`src/verilog/pmt8_consts.vh`:
```
`ifndef PMT8_CONSTS_VH
`define PMT8_CONSTS_VH
// ------------------------------------------------------------
// register word indices (byte address = index * 4)
// ------------------------------------------------------------
`define PMT8_IDX_CONTROL   3'h0
`define PMT8_IDX_COUNT     3'h1
`define PMT8_IDX_PERIOD    3'h2
`define PMT8_IDX_STATUS    3'h3
`define PMT8_IDX_MASK      3'h4
`define PMT8_ADDR_W        5
// ------------------------------------------------------------
// field positions
// ------------------------------------------------------------
`define PMT8_PRE_LSB       0
`define PMT8_PRE_MSB       1
`define PMT8_RUN_BIT       2
`define PMT8_POST_LSB      3
`define PMT8_POST_MSB      6
`define PMT8_FLAG_BIT      1
`define PMT8_CTRL_WMASK    8'h7F
// ------------------------------------------------------------
// reset values and timing
// ------------------------------------------------------------
`define PMT8_CONTROL_RST   8'h00
`define PMT8_COUNT_RST     8'h00
`define PMT8_PERIOD_RST    8'hFF
`define PMT8_STATUS_RST    8'h00
`define PMT8_MASK_RST      8'h00
`define PMT8_INSTR_DIV     2'h3
`define PMT8_PRE_CODE_4    2'h1
`define PMT8_PRE_TOP_1     4'h0
`define PMT8_PRE_TOP_4     4'h3
`define PMT8_PRE_TOP_16    4'hF
`endif

```
`src/verilog/pmt8_timer.v`:
```
// Function
// - count up per prescaled tick; at period match next tick wraps to zero
// - period register 8 bits, read/write, reset to all ones
// - count register 8 bits, read/write, cleared by every reset
// - input is clock/4 then prescaler: 00 by 1, 01 by 4, 1x by 16
// - postscaler on matches, control bits 6:3, divides by code plus one
// - postscaler output sets sticky match flag bit 1 until software clears
// - prescaler and postscaler cleared by count write, control write, reset
// - control write leaves count value unchanged
// - control bit 2 runs timer; cleared stops counting
// - control bit 7 unimplemented, reads zero, writes ignored
// - pre-postscaler match pulse offered to serial port shift clock
// - match pulse and count serve as pwm time base for capture unit
//
// Implementation choices: the placing of the registers and the Avalon-MM register port.
`timescale 1ns/1ps
`include "pmt8_consts.vh"
module pmt8_timer
(
  input  wire       clk,
  input  wire       reset_n,
  input  wire [4:0] avs_address,
  input  wire       avs_read,
  input  wire       avs_write,
  input  wire [31:0] avs_writedata,
  input  wire [3:0] avs_byteenable,
  output reg  [31:0] avs_readdata,
  output reg        avs_waitrequest,
  output reg        irq,
  output reg        match_pulse,
  output reg  [7:0] timer_count_out
);

  // ------------------------------------------------------------
  // registers
  // ------------------------------------------------------------
  reg  [7:0] timer_control_r;
  reg  [7:0] timer_count_r;
  reg  [7:0] period_value_r;
  reg  [7:0] status_r;
  reg  [7:0] mask_r;
  reg  [1:0] instr_div_r;
  reg  [3:0] pre_cnt_r;
  reg  [3:0] post_cnt_r;
  reg        ack_r;

  wire [2:0] idx      = avs_address[4:2];
  wire       low_lane = avs_byteenable[0];
  // one wait cycle per access; the access completes on the edge after ack_r rises
  wire       acc      = (avs_read | avs_write) & ~ack_r;
  wire       wr       = avs_write & ack_r & low_lane;
  wire       rd       = avs_read & ack_r;
  wire       wr_ctrl  = wr & (idx == `PMT8_IDX_CONTROL);
  wire       wr_count = wr & (idx == `PMT8_IDX_COUNT);
  wire       wr_per   = wr & (idx == `PMT8_IDX_PERIOD);
  wire       wr_mask  = wr & (idx == `PMT8_IDX_MASK);
  wire       rd_stat  = rd & (idx == `PMT8_IDX_STATUS);

  // ------------------------------------------------------------
  // tick chain
  // ------------------------------------------------------------
  wire [1:0] pre_sel  = timer_control_r[`PMT8_PRE_MSB:`PMT8_PRE_LSB];
  wire [3:0] post_sel = timer_control_r[`PMT8_POST_MSB:`PMT8_POST_LSB];
  wire       run      = timer_control_r[`PMT8_RUN_BIT];
  wire       instr_en = (instr_div_r == `PMT8_INSTR_DIV);
  reg  [3:0] pre_top;
  always @*
  begin
    case (pre_sel)
      2'h0:    pre_top = `PMT8_PRE_TOP_1;
      `PMT8_PRE_CODE_4: pre_top = `PMT8_PRE_TOP_4;
      default: pre_top = `PMT8_PRE_TOP_16;
    endcase
  end
  wire       pre_tick  = run & instr_en & (pre_cnt_r == pre_top);
  wire       match     = pre_tick & (timer_count_r == period_value_r);
  wire       post_tick = match & (post_cnt_r == post_sel);
  wire       clr_scale = wr_ctrl | wr_count;

  reg  [7:0] timer_count_nxt;
  always @*
  begin
    timer_count_nxt = timer_count_r;
    if (match)
      timer_count_nxt = `PMT8_COUNT_RST;
    else if (pre_tick)
      timer_count_nxt = timer_count_r + 8'h01;
    if (wr_count)
      timer_count_nxt = avs_writedata[7:0];
  end

  // ------------------------------------------------------------
  // read mux
  // ------------------------------------------------------------
  // unmapped words read as zero and swallow writes
  reg  [7:0] read_mux;
  always @*
  begin
    read_mux = 8'h00;
    case (idx)
      `PMT8_IDX_CONTROL:
        read_mux = timer_control_r;
      `PMT8_IDX_COUNT:
        read_mux = timer_count_r;
      `PMT8_IDX_PERIOD:
        read_mux = period_value_r;
      `PMT8_IDX_STATUS:
        read_mux = status_r;
      `PMT8_IDX_MASK:
        read_mux = mask_r;
      default:
        read_mux = 8'h00;
    endcase
  end

  // ------------------------------------------------------------
  // bus handshake
  // ------------------------------------------------------------
  // the single wait state gives the read mux a full cycle before data must stand
  always @(posedge clk)
  begin
    if (!reset_n)
    begin
      ack_r           <= 1'b0;
      avs_waitrequest <= 1'b1;
    end
    else
    begin
      ack_r           <= acc;
      avs_waitrequest <= ~acc;
    end
  end

  // read data is captured at the edge that raises the answer and stands through it
  always @(posedge clk)
  begin
    if (!reset_n)
    begin
      avs_readdata <= 32'h0000_0000;
    end
    else if (acc && avs_read)
    begin
      avs_readdata <= {24'h000000, read_mux};
    end
  end

  // ------------------------------------------------------------
  // instruction clock and scalers
  // ------------------------------------------------------------
  // free running divider: writes do not realign it, so tick phase may slip by one
  always @(posedge clk)
  begin
    if (!reset_n)
    begin
      instr_div_r <= 2'h0;
    end
    else
    begin
      instr_div_r <= instr_div_r + 2'h1;
    end
  end

  always @(posedge clk)
  begin
    if (!reset_n)
    begin
      pre_cnt_r <= 4'h0;
    end
    else if (clr_scale)
    begin
      pre_cnt_r <= 4'h0;
    end
    else if (pre_tick)
    begin
      pre_cnt_r <= 4'h0;
    end
    else if (run && instr_en)
    begin
      pre_cnt_r <= pre_cnt_r + 4'h1;
    end
  end

  // postscaler counts period matches only
  always @(posedge clk)
  begin
    if (!reset_n)
    begin
      post_cnt_r <= 4'h0;
    end
    else if (clr_scale)
    begin
      post_cnt_r <= 4'h0;
    end
    else if (post_tick)
    begin
      post_cnt_r <= 4'h0;
    end
    else if (match)
    begin
      post_cnt_r <= post_cnt_r + 4'h1;
    end
  end

  // ------------------------------------------------------------
  // software registers
  // ------------------------------------------------------------
  always @(posedge clk)
  begin
    if (!reset_n)
    begin
      timer_count_r <= `PMT8_COUNT_RST;
    end
    else
    begin
      timer_count_r <= timer_count_nxt;
    end
  end

  always @(posedge clk)
  begin
    if (!reset_n)
    begin
      timer_control_r <= `PMT8_CONTROL_RST;
    end
    else if (wr_ctrl)
    begin
      timer_control_r <= avs_writedata[7:0] & `PMT8_CTRL_WMASK;
    end
  end

  always @(posedge clk)
  begin
    if (!reset_n)
    begin
      period_value_r <= `PMT8_PERIOD_RST;
    end
    else if (wr_per)
    begin
      period_value_r <= avs_writedata[7:0];
    end
  end

  always @(posedge clk)
  begin
    if (!reset_n)
    begin
      mask_r <= `PMT8_MASK_RST;
    end
    else if (wr_mask)
    begin
      mask_r <= avs_writedata[7:0] & (8'h01 << `PMT8_FLAG_BIT);
    end
  end

  // ------------------------------------------------------------
  // status and interrupt
  // ------------------------------------------------------------
  // set wins; a read clears only what it returned, so a later set is never lost
  always @(posedge clk)
  begin
    if (!reset_n)
    begin
      status_r <= `PMT8_STATUS_RST;
    end
    else if (post_tick)
    begin
      status_r[`PMT8_FLAG_BIT] <= 1'b1;
    end
    else if (rd_stat)
    begin
      status_r <= status_r & ~avs_readdata[7:0];
    end
  end

  always @(posedge clk)
  begin
    if (!reset_n)
    begin
      irq <= 1'b0;
    end
    else
    begin
      irq <= |(status_r & mask_r);
    end
  end

  // ------------------------------------------------------------
  // time base outputs
  // ------------------------------------------------------------
  always @(posedge clk)
  begin
    if (!reset_n)
    begin
      match_pulse     <= 1'b0;
      timer_count_out <= 8'h00;
    end
    else
    begin
      match_pulse     <= match;
      timer_count_out <= timer_count_r;
    end
  end

endmodule

```
`config.mk`:
```
export PLATFORM = sky130hd
export DESIGN_NAME = pmt8_timer
export DESIGN_NICKNAME = d
export VERILOG_FILES = /design/src/verilog/pmt8_timer.v
export VERILOG_INCLUDE_DIRS = /design/src /design/src/verilog
export SDC_FILE = /design/constraint.sdc
export NUM_CORES = 1
export LEC_CHECK = 0
export ABC_AREA = 1
export BUFFER_PORTS_ARGS = -buffer_cell sky130_fd_sc_hd__buf_4
export CORE_ASPECT_RATIO = 0.75
export CORE_UTILIZATION = 53
export CTS_BUF_LIST = sky130_fd_sc_hd__clkbuf_16
export CTS_CLUSTER_SIZE = 30
export DETAILED_ROUTE_END_ITERATION = 6
export HOLD_SLACK_MARGIN = 0.03
export PLACE_DENSITY_LB_ADDON = 0.25
export SLEW_MARGIN = 25
export SYNTH_ARGS = -nofsm -noshare
export SYNTH_HDL_FRONTEND = slang
export SYNTH_SLANG_ARGS = --single-unit
```
`constraint.sdc`:
```
create_clock -name clk -period 1.97 [get_ports clk]
set_clock_uncertainty 0.2 [all_clocks]
set_input_delay 0.0985 -clock clk [delete_from_list [all_inputs] [get_ports clk]]
set_output_delay 0.0985 -clock clk [all_outputs]
set_load 0.02 [all_outputs]
```
==> results of run 1 <==
[cells in the mapped netlist, drive strengths merged]
| cell | count | area (um2) |
|---|---|---|
| a21oi | 22 | 136 |
| buf | 31 | 226 |
| clkbuf | 5 | 20.0 |
| clkinv | 1 | 5.00 |
| conb | 1 | 3.75 |
| dfxtp | 62 | 1240 |
| ha | 4 | 50.1 |
| inv | 68 | 255 |
| nand2 | 150 | 566 |
| nand3 | 22 | 128 |
| nand3b | 3 | 22.5 |
| nand4 | 5 | 31.3 |
| nor2 | 38 | 173 |
| nor3 | 6 | 62.6 |
| nor3b | 1 | 7.51 |
| o2111ai | 6 | 52.6 |
| o211ai | 9 | 67.6 |
| o21ai | 12 | 60.1 |
| o21bai | 1 | 7.51 |
| o221ai | 1 | 8.76 |
| o22ai | 1 | 6.26 |
| xnor2 | 6 | 52.6 |
| xor2 | 7 | 61.3 |
[routing by layer]
layer  vias up  GRT usage, %
met5         -             0
met4         0          6.42
met3         9          6.91
met2        89          39.8
met1      1355          33.7
li1       1507             -
[cells by family (layout without fill, tap and decap cells)]
| group | Yosys count | after routing |
|---|---|---|
| AND/OR/NAND/NOR | 225 | 225 |
| buffers and inverters | 105 | 141 |
| flip-flops | 62 | 62 |
| AO/OA/AOI/OAI | 52 | 52 |
| XOR/XNOR | 13 | 13 |
| adder cells (fa/ha/maj) | 4 | 4 |
| other | 1 | 24 |
[power by group through the flow]
stage | Combinational [mW] | Clock, mW | Sequential [mW]
2_1_floorplan | 0.149 | 0 | 1.31
3_3_place_gp | 0.184 | 0 | 1.31
3_5_place_dp | 0.187 | 0 | 1.31
4_1_cts | 0.207 | 1.64 | 1.28
5_1_grt | 0.229 | 1.69 | 1.28
6_report | 0.209 | 1.62 | 1.28
[what timing repair did]
item / CTS / global route
gates resized for setup: 0 / 2
setup endpoints to repair: 0 / 4
endpoints found under the hold margin: 26 / 0
hold buffers: 13 / 0
[worst max-delay path: stages]
cell and delay, ps:
sky130_fd_sc_hd__dlygate4sd3_1 530, sky130_fd_sc_hd__buf_4 160, sky130_fd_sc_hd__inv_2 50, sky130_fd_sc_hd__nor2_1 180, sky130_fd_sc_hd__nand4_1 130, sky130_fd_sc_hd__dlygate4sd3_1 590, sky130_fd_sc_hd__a21oi_1 160
[flip-flops by register name, indices dropped and copies added, names as in the netlist]
signal	count
match_pulse	1
mask_r	1
irq	1
timer_control_r	7
post_cnt_r	4
avs_readdata	8
instr_div_r	2
timer_count_out	8
ack_r	1
status_r	8
pre_cnt_r	4
timer_count_r	8
period_value_r	8
avs_waitrequest	1
[area by class of cell]
class,count,area [um2]
clock buffer,9,225
clock inverter,6,77.6
fill,513,1900
inverter,69,260
multi-input combinational,318,1590
sequential,62,1240
tap,78,97.6
timing repair buffer,57,460
[worst max-delay path by stage]
stage / start / slack (ps) / endpoint
2_1_floorplan: instr_div_r[0]$_SDFF_PN0_ / 410 / timer_count_r[1]$_SDFFE_PN0P_
3_3_place_gp: instr_div_r[0]$_SDFF_PN0_ / 190 / post_cnt_r[0]$_SDFFE_PP0N_
3_5_place_dp: instr_div_r[0]$_SDFF_PN0_ / 140 / post_cnt_r[2]$_SDFFE_PP0N_
4_1_cts: instr_div_r[0]$_SDFF_PN0_ / 110 / timer_count_r[2]$_SDFFE_PN0P_
5_1_grt: instr_div_r[0]$_SDFF_PN0_ / -2 / status_r[1]$_SDFFE_PN0P_
6_report: avs_address[4] / 120 / mask_r[1]$_SDFFE_PN0P_
==> flow_summary.rst, run 1 <==
.. list-table::
   :header-rows: 1

   * - Metric
     - Value
   * - Run status
     - finished, final reports clean
   * - Worst-case setup margin in the final layout
     - 121 ps
   * - Area fraction in and, or, nand and nor cells after synthesis
     - 30.5%
   * - Remaining antenna violation count
     - 0
   * - Starting density of the core
     - 55.4%
   * - Number of global-route vias before repair
     - 2,743
   * - Cell Count, Final, Fillers Out
     - 599
   * - Mapped Avg Cell Area
     - 7.02 um2
   * - Hold Path End
     - match_pulse$_SDFF_PN0_
   * - Type of the tightest min-delay check
     - in2reg
   * - Final sum of negative setup slack
     - 0 ps
   * - Relative slew margins
     - 64.3%
   * - Register clock-pin slew on the reported worst setup and hold paths
     - 50 ps
   * - Dominant combinational cell family by area after synthesis
     - simple AND/OR/NAND/NOR gates
   * - Power density over the cells
     - 787 nW/um2
   * - Syn Std Cell Area
     - 3240 um2
   * - Number of instances in the placed design
     - 571
   * - Total of endpoints with negative setup slack in the final report
     - 0
   * - Most frequent standard cell in the layout excluding fill and tap cells
     - sky130_fd_sc_hd__nand2_1
   * - Standard-cell row count
     - 24
   * - Switching power as a share of total power
     - 22.0%
   * - R2R Path Start
     - instr_div_r[0]$_SDFF_PN0_
   * - Slew Limit Fails
     - 0
   * - Placement-stage cell area
     - 3510 um2
   * - XOR/XNOR Fraction of Synth Area
     - 3.51%
   * - Net switching power of the design
     - 684 uW
   * - Fraction of the cycle the final worst path needs
     - 93.9%
   * - Startpoint of the lowest-slack hold path
     - reset_n
   * - Worst skew pair latency
     - 320 ps
   * - Vias per cell
     - 4.94
   * - Path type of the worst setup path
     - in2reg
   * - Number of H-tree levels
     - 3
   * - HPWL after detailed placement
     - 5490 um
   * - Worst hold slack
     - 30.8 ps
   * - Arithmetic-cell share of the synthesized area counting full adders, half adders and majority gates
     - 1.54%
   * - R2r worst-path depth
     - 8
   * - Place WS
     - 136 ps
   * - Number of instances in the synthesized netlist
     - 462
   * - Cell leakage power
     - 1.93 nW
   * - Clock tree root driver cell
     - sky130_fd_sc_hd__clkbuf_16
   * - # nets final
     - 566
   * - Height of the chip
     - 69.8 um
   * - Antenna diode instance count
     - 0
   * - Number of setup buffers added after CTS
     - 0
   * - RSZ-0062 raised after global routing
     - yes
   * - Synth warnings
     - 0
   * - Worst ir drop on vdd
     - 0.459 mV
   * - Length of the first detailed-routing pass in iterations
     - 5
   * - Max Freq
     - 541 MHz
   * - CP required
     - 2020 ps
   * - Portion of total power attributed to combinational logic
     - 6.7%
   * - Internal power of the cells
     - 2.43 mW
   * - Startpoint kind of the worst setup timing path
     - input port
   * - Deepest clock path buffer count
     - 2
   * - Setup slack on the worst flop-to-flop path
     - 150 ps
   * - Total length of routed met3 wires
     - 539 um
   * - Pwr Total
     - 3.11 mW
   * - Max layer used
     - met4
   * - Share of total power in the clock network
     - 52.1%
   * - Wire length per cell
     - 12.5 um
   * - Proportion of synthesized chip area in sequential cells
     - 38.3%
   * - Arrival time reported for the critical path endpoint
     - 1900 ps
   * - Number of synthesized register bits
     - 62
   * - Area growth from synthesis to layout
     - 21.8%
   * - Floorplan die area
     - 6440 um2
   * - Top Ports
     - 88
   * - Core outline area
     - 5860 um2
   * - Worst-margin pin slew
     - 532 ps
   * - Pin count of the biggest net entering global routing
     - 35
   * - Layout Utilization
     - 67.5%
   * - Highest-count cells in the layout ignoring fill and taps
     - sky130_fd_sc_hd__nand2_1, sky130_fd_sc_hd__inv_1, sky130_fd_sc_hd__dfxtp_1, sky130_fd_sc_hd__buf_4, sky130_fd_sc_hd__nor2_1
   * - Post-route standard cell area excluding fillers
     - 3950 um2
   * - Maximum fanout encountered on the critical timing path
     - 4
   * - PortBufs
     - 34
   * - Global-route usage over all layers
     - 25.1%
   * - Final period demand of the worst path
     - 1850 ps
   * - Clock tree from TritonCTS
     - built
   * - Total DRC errors in the routed layout
     - 0
   * - Number of stages on the worst hold path
     - 3
   * - Total wire length
     - 7480 um
   * - Power share of the sequential group
     - 41.2%
   * - Final Hold Vio Count
     - 0
   * - Vias after detailed routing
     - 2,960
   * - Number of buffers added by the clock tree synthesis step
     - 9
   * - Reg-to-reg critical path endpoint
     - post_cnt_r[2]$_SDFFE_PP0N_
   * - Multiplexer share of the synthesized area
     - 0%
   * - Starting DRC count in detailed routing
     - 156
   * - Wire length of the first global-routing pass
     - 12,600 um
   * - Routability-driven placement congestion ratio
     - 0.864
   * - Synthesized-area fraction occupied by ao, oa, aoi and oai cells
     - 10.5%
   * - Met2 WL post-DR
     - 3450 um
   * - Die X-Extent
     - 92.3 um
   * - Grt total ovfl
     - 0
   * - Maxcap violations
     - 0
   * - Layout cells sized above 1
     - 15.7%
   * - Met1 layer wirelength in the final routing
     - 3400 um
   * - Sort of element at the end of the critical path
     - register
   * - Number of antenna violations at the first check in global routing
     - 0
   * - Number of distinct library cells after synthesis
     - 35
   * - Number of clock sinks
     - 62
Power figures use the tool's default switching activity.
==> run 2, diff against run 1 <==
--- a/config.mk
+++ b/config.mk
@@ -7,10 +7,9 @@
 export NUM_CORES = 1
 export LEC_CHECK = 0
 export ABC_AREA = 1
-export BUFFER_PORTS_ARGS = -buffer_cell sky130_fd_sc_hd__buf_4
+export BUFFER_PORTS_ARGS = -buffer_cell sky130_fd_sc_hd__buf_2
 export CORE_ASPECT_RATIO = 0.75
 export CORE_UTILIZATION = 53
-export CTS_BUF_LIST = sky130_fd_sc_hd__clkbuf_16
 export CTS_CLUSTER_SIZE = 30
 export DETAILED_ROUTE_END_ITERATION = 6
 export HOLD_SLACK_MARGIN = 0.03
==> flow_summary.rst, run 2 (synthesis results as in run 1) <==
.. list-table::
   :header-rows: 1

   * - Metric
     - Value
   * - Number of stages on the worst hold path
     - 3
   * - Worst-case setup margin in the final layout
     - 88.1 ps
   * - Die X-Extent
     - 92.3 um
   * - Number of buffers added by the clock tree synthesis step
     - 9
   * - Final Hold Vio Count
     - 0
   * - Wire length per cell
     - 12.6 um
   * - Vias per cell
     - 4.96
   * - Number of H-tree levels
     - 3
   * - Place WS
     - 119 ps
   * - Worst hold slack
     - 48.8 ps
   * - RSZ-0062 raised after global routing
     - yes
   * - Vias after detailed routing
     - 2,975
   * - Startpoint of the most critical setup path
     - instr_div_r[0]$_SDFF_PN0_
   * - CP required
     - 2050 ps
   * - Internal power of the cells
     - 1.77 mW
   * - Cell leakage power
     - 1.86 nW
   * - Highest-count cells in the layout ignoring fill and taps
     - sky130_fd_sc_hd__nand2_1, sky130_fd_sc_hd__inv_1, sky130_fd_sc_hd__dfxtp_1, sky130_fd_sc_hd__buf_2, sky130_fd_sc_hd__nor2_1
   * - Max Freq
     - 531 MHz
   * - Power share of the sequential group
     - 53.1%
   * - Switching power as a share of total power
     - 26.6%
   * - Deepest clock path buffer count
     - 2
   * - Total DRC errors in the routed layout
     - 0
   * - Routability-driven placement congestion ratio
     - 0.853
   * - Grt total ovfl
     - 0
   * - Fill cell count
     - 544
   * - # nets final
     - 567
   * - Net switching power of the design
     - 641 uW
   * - Floorplan die area
     - 6440 um2
   * - HPWL after detailed placement
     - 5520 um
   * - Area of combinational cells with multiple inputs
     - 1590 um2
   * - Total wire length
     - 7560 um
   * - Starting density of the core
     - 55.4%
   * - Core outline area
     - 5860 um2
   * - Arrival time reported for the critical path endpoint
     - 1960 ps
   * - Fraction of the cycle the final worst path needs
     - 95.5%
   * - Clock tree from TritonCTS
     - built
   * - Area growth from synthesis to layout
     - 15.1%
   * - Path type of the worst setup path
     - reg2reg
   * - Startpoint of the lowest-slack hold path
     - reset_n
   * - Maxcap violations
     - 0
   * - Relative slew margins
     - 62.5%
   * - Height of the chip
     - 69.8 um
   * - Top Ports
     - 88
   * - Total of endpoints with negative setup slack in the final report
     - 0
   * - Power density over the cells
     - 644 nW/um2
   * - Maximum fanout encountered on the critical timing path
     - 7
   * - Share of total power in the clock network
     - 38.7%
   * - Number of clock sinks
     - 62
   * - Pin count of the biggest net entering global routing
     - 35
   * - Setup slack on the worst flop-to-flop path
     - 90 ps
   * - Starting DRC count in detailed routing
     - 158
   * - Remaining antenna violation count
     - 0
   * - Final period demand of the worst path
     - 1880 ps
   * - Type of the tightest min-delay check
     - in2reg
   * - Worst skew pair latency
     - 340 ps
   * - Number of antenna violations at the first check in global routing
     - 0
   * - Worst-margin pin slew
     - 560 ps
   * - R2R Path Start
     - instr_div_r[0]$_SDFF_PN0_
   * - Total length of routed met3 wires
     - 388 um
   * - Antenna diode instance count
     - 0
   * - Register clock-pin slew on the reported worst setup and hold paths
     - 70 ps
   * - Most frequent standard cell in the layout excluding fill and tap cells
     - sky130_fd_sc_hd__nand2_1
   * - Standard-cell row count
     - 24
   * - Clock tree root driver cell
     - sky130_fd_sc_hd__clkbuf_8
   * - Layout cells sized above 1
     - 16.1%
   * - Worst ir drop on vdd
     - 0.436 mV
   * - Met2 WL post-DR
     - 3480 um
   * - Slew Limit Fails
     - 0
   * - Wire length of the first global-routing pass
     - 12,400 um
   * - Number of global-route vias before repair
     - 2,705
   * - Global-route usage over all layers
     - 24.8%
   * - PortBufs
     - 34
   * - Met1 layer wirelength in the final routing
     - 3620 um
   * - Reg-to-reg critical path endpoint
     - timer_count_r[2]$_SDFFE_PN0P_
   * - Sort of element at the end of the critical path
     - register
   * - Startpoint kind of the worst setup timing path
     - register
   * - Register Area
     - 1240 um2
   * - Hold Path End
     - avs_readdata[6]$_SDFFE_PN0P_
   * - Run status
     - finished, final reports clean
   * - Length of the first detailed-routing pass in iterations
     - 5
   * - Layout Utilization
     - 63.8%
   * - Max layer used
     - met4
   * - Portion of total power attributed to combinational logic
     - 8.2%
   * - R2r worst-path depth
     - 11
==> run 2: cell types whose count changed in the layout (fill, tap and decap cells not counted), sizes merged <==
cell         change
buf              +2
clkinvlp         +1
dlygate4sd3      -1
bufinv           -2
clkbuf           +1
==> run 2: cell type report <==
cell class | count | area share [%]
well taps | 78 | 2.61
clock inverters | 5 | 0.737
clock buffers | 10 | 3.42
flip-flops and latches | 62 | 33.2
multi-input cells | 318 | 42.5
inverters | 69 | 6.97
repair buffers | 58 | 10.5
==> run 2: power groups by stage <==
stage               combinational [mW]  sequential (mW)  clock (mW)
floorplan                        0.149             1.31           0
global placement                 0.174             1.30           0
detailed placement               0.177             1.31           0
CTS                              0.196             1.28       0.943
global route                     0.215             1.28        1.01
finish                           0.198             1.28       0.931
==> run 2: worst max path at each step <==
stage                                    endpoint  slack, ps  cells past startpoint
finish              timer_count_r[2]$_SDFFE_PN0P_         90                     11
global route        timer_count_r[2]$_SDFFE_PN0P_        -50                     11
CTS                 timer_count_r[2]$_SDFFE_PN0P_         80                     10
detailed placement  timer_count_r[2]$_SDFFE_PN0P_        120                     10
global placement       post_cnt_r[0]$_SDFFE_PP0N_        180                      8
floorplan           timer_count_r[1]$_SDFFE_PN0P_        410                     10
==> run 2: timing repair <==
action                     in CTS  in global routing
resized for setup               0                  1
buffers inserted                0                  2
setup endpoints to repair       0                  8
hold buffers                   12                  0
hold endpoints to repair       29                  0
==> run 2: per-stage QoR <==
step                      power [mW]  TNS [ps]  std cells  instance area, um2
after floorplan                 1.46         0        485                3330
after CTS                       2.42         0        598                3700
after global routing            2.50     -62.6        600                3730
after global placement          1.48         0        571                3430
final                           2.41         0        600                3730
after detailed placement        1.48         0        571                3430
==> run 2: metal layers <==
layer / GRT usage (%) / vias up
met2: 39.1 / 75
li1: - / 1502
met5: 0 / -
met4: 6.25 / 0
met3: 7.68 / 9
met1: 32.9 / 1389
==> run 2: critical path: stages (launching register included) <==
cell,delay (ps)
sky130_fd_sc_hd__dfxtp_1,320
sky130_fd_sc_hd__ha_1,190
sky130_fd_sc_hd__nand2_1,160
sky130_fd_sc_hd__inv_1,100
sky130_fd_sc_hd__nand3_1,150
sky130_fd_sc_hd__nor2_4,70
sky130_fd_sc_hd__buf_12,130
sky130_fd_sc_hd__nor2_4,170
sky130_fd_sc_hd__nand2_1,90
sky130_fd_sc_hd__nand2_1,70
sky130_fd_sc_hd__inv_1,50
sky130_fd_sc_hd__a21oi_2,120
==> run 3, diff against run 2 <==
--- a/config.mk
+++ b/config.mk
@@ -9,7 +9,7 @@
 export ABC_AREA = 1
 export BUFFER_PORTS_ARGS = -buffer_cell sky130_fd_sc_hd__buf_2
 export CORE_ASPECT_RATIO = 0.75
-export CORE_UTILIZATION = 53
+export CORE_UTILIZATION = 35
 export CTS_CLUSTER_SIZE = 30
 export DETAILED_ROUTE_END_ITERATION = 6
 export HOLD_SLACK_MARGIN = 0.03
==> flow_summary.rst, run 3 (synthesis results as in run 1) <==
.. list-table::
   :header-rows: 1

   * - Metric
     - Value
   * - Number of clock sinks
     - 62
   * - Remaining antenna violation count
     - 0
   * - Number of setup buffers added after CTS
     - 0
   * - Core outline area
     - 9010 um2
   * - Number of global-route vias before repair
     - 2,594
   * - Grt total ovfl
     - 0
   * - CP required
     - 1990 ps
   * - Fill cell count
     - 968
   * - Sort of element at the end of the critical path
     - register
   * - Slew Limit Fails
     - 0
   * - Share of total power in the clock network
     - 52.0%
   * - PortBufs
     - 34
   * - Vias after detailed routing
     - 2,894
   * - Power share of the sequential group
     - 41.6%
   * - Setup slack on the worst flop-to-flop path
     - 150 ps
   * - Net switching power of the design
     - 707 uW
   * - Relative slew margins
     - 59.8%
   * - Layout cells sized above 1
     - 16.8%
   * - R2r worst-path depth
     - 8
   * - Number of stages on the worst hold path
     - 3
   * - Worst skew pair latency
     - 340 ps
   * - Reg-to-reg critical path endpoint
     - post_cnt_r[1]$_SDFFE_PP0N_
   * - Register clock-pin slew on the reported worst setup and hold paths
     - 50 ps
   * - Path type of the worst setup path
     - reg2reg
   * - Wire length per cell
     - 12.1 um
   * - Final sum of negative setup slack
     - 0 ps
   * - Fraction of the cycle the final worst path needs
     - 92.6%
   * - Maxcap violations
     - 0
   * - Starting density of the core
     - 36.0%
   * - Power density over the cells
     - 785 nW/um2
   * - Pin count of the biggest net entering global routing
     - 35
   * - Max Freq
     - 548 MHz
   * - Final period demand of the worst path
     - 1820 ps
   * - HPWL after detailed placement
     - 5810 um
   * - Internal power of the cells
     - 2.37 mW
   * - Most frequent standard cell in the layout excluding fill and tap cells
     - sky130_fd_sc_hd__nand2_1
   * - Deepest clock path buffer count
     - 2
   * - Startpoint of the most critical setup path
     - instr_div_r[0]$_SDFF_PN0_
   * - Number of antenna violations at the first check in global routing
     - 0
   * - Top Ports
     - 88
   * - Startpoint kind of the worst setup timing path
     - register
   * - Vias per cell
     - 4.55
   * - Antenna diode instance count
     - 0
   * - Clock tree from TritonCTS
     - built
   * - Portion of total power attributed to combinational logic
     - 6.5%
   * - Starting DRC count in detailed routing
     - 191
   * - Total DRC errors in the routed layout
     - 0
   * - Clock tree root driver cell
     - sky130_fd_sc_hd__clkbuf_16
   * - Total wire length
     - 7710 um
   * - R2R Path Start
     - instr_div_r[0]$_SDFF_PN0_
   * - Length of the first detailed-routing pass in iterations
     - 5
   * - Startpoint of the lowest-slack hold path
     - reset_n
   * - Cell leakage power
     - 1.93 nW
   * - Die X-Extent
     - 113 um
   * - RSZ-0062 raised after global routing
     - no
   * - Routability-driven placement congestion ratio
     - 0.793
   * - Area growth from synthesis to layout
     - 20.7%
   * - Worst-margin pin slew
     - 600 ps
   * - # nets final
     - 568
   * - Worst ir drop on vdd
     - 0.506 mV
   * - Final Hold Vio Count
     - 0
   * - Total of endpoints with negative setup slack in the final report
     - 0
   * - Global-route usage over all layers
     - 17.4%
   * - Type of the tightest min-delay check
     - in2reg
   * - Number of buffers added by the clock tree synthesis step
     - 9
   * - Run status
     - finished, final reports clean
   * - Hold Path End
     - avs_readdata[6]$_SDFFE_PN0P_
   * - Wire length of the first global-routing pass
     - 12,700 um
   * - Maximum fanout encountered on the critical timing path
     - 10
   * - Floorplan die area
     - 9660 um2
   * - Arrival time reported for the critical path endpoint
     - 1850 ps
   * - Standard-cell row count
     - 30
   * - Height of the chip
     - 85.4 um
   * - Highest-count cells in the layout ignoring fill and taps
     - sky130_fd_sc_hd__nand2_1, sky130_fd_sc_hd__inv_1, sky130_fd_sc_hd__dfxtp_1, sky130_fd_sc_hd__buf_2, sky130_fd_sc_hd__nor2_1
   * - Layout Utilization
     - 43.5%
   * - Switching power as a share of total power
     - 23.0%
   * - Number of H-tree levels
     - 3
==> run 3: cell types whose count changed in the layout (fill, tap and decap cells not counted), sizes merged <==
cell,delta
buf,+1
bufinv,+1
clkinv,-1
clkinvlp,-1
clkbuf,+2
==> run 3: worst max path at each step <==
stage                                          endpoint  slack [ps]  depth (start not counted)
after floorplan           timer_count_r[1]$_SDFFE_PN0P_         410                         10
after global placement       post_cnt_r[1]$_SDFFE_PP0N_         140                          8
after detailed placement     post_cnt_r[1]$_SDFFE_PP0N_         120                          8
after CTS                    post_cnt_r[1]$_SDFFE_PP0N_         120                          8
after global routing      timer_count_r[3]$_SDFFE_PN0P_          10                         10
final                        post_cnt_r[1]$_SDFFE_PP0N_         150                          8
==> run 3: stage by stage <==
| stage | instance area [um2] | hold WS [ps] | cells | worst slack [ps] | total power [mW] |
|---|---|---|---|---|---|
| floorplan | 3330 | 28.9 | 485 | 415 | 1.46 |
| global placement | 3490 | 147 | 608 | 142 | 1.48 |
| detailed placement | 3490 | 145 | 608 | 122 | 1.49 |
| CTS | 3910 | 36.5 | 636 | 115 | 3.11 |
| global route | 3920 | 74.5 | 636 | 10.1 | 3.20 |
| finish | 3920 | 49.9 | 636 | 146 | 3.08 |
==> run 3: power groups by stage <==
| stage | sequential, mW | combinational, mW | clock (mW) |
|---|---|---|---|
| final | 1.28 | 0.199 | 1.60 |
| after global routing | 1.28 | 0.220 | 1.70 |
| after CTS | 1.28 | 0.198 | 1.64 |
| after detailed placement | 1.31 | 0.180 | 0 |
| after global placement | 1.30 | 0.178 | 0 |
| after floorplan | 1.31 | 0.149 | 0 |
==> run 3: layer usage <==
| metal | up-vias | global-route usage, % | routed length [um] |
|---|---|---|---|
| li1 | 1513 | - | - |
| met1 | 1303 | 25.1 | 3980 |
| met2 | 72 | 24.0 | 3150 |
| met3 | 6 | 6.71 | 540 |
| met4 | 0 | 4.31 | 41 |
| met5 | - | 0 | 0 |
==> run 3: repair_timing <==
item                                   4_1_cts  5_1_grt
setup endpoints to repair                    0        2
endpoints found under the hold margin       26        0
hold buffers                                12        0
resized for setup                            0        2
==> run 3: worst max-delay path: stages (launching register included) <==
cell and delay, ps:
sky130_fd_sc_hd__dfxtp_1 330, sky130_fd_sc_hd__ha_1 150, sky130_fd_sc_hd__nand2_1 120, sky130_fd_sc_hd__inv_1 120
sky130_fd_sc_hd__nand3_1 120, sky130_fd_sc_hd__nor2_4 280, sky130_fd_sc_hd__nand3_4 190, sky130_fd_sc_hd__nand2_2 150
sky130_fd_sc_hd__a21oi_1 50
==> run 3: final cells by class <==
class	count	area, um2	area share [%]
multi-input cells	318	1590	40.5
flip-flops and latches	62	1240	31.7
repair buffers	59	388	9.90
inverters	69	260	6.64
clock buffers	12	256	6.55
well taps	112	140	3.58
clock inverters	4	45.0	1.15
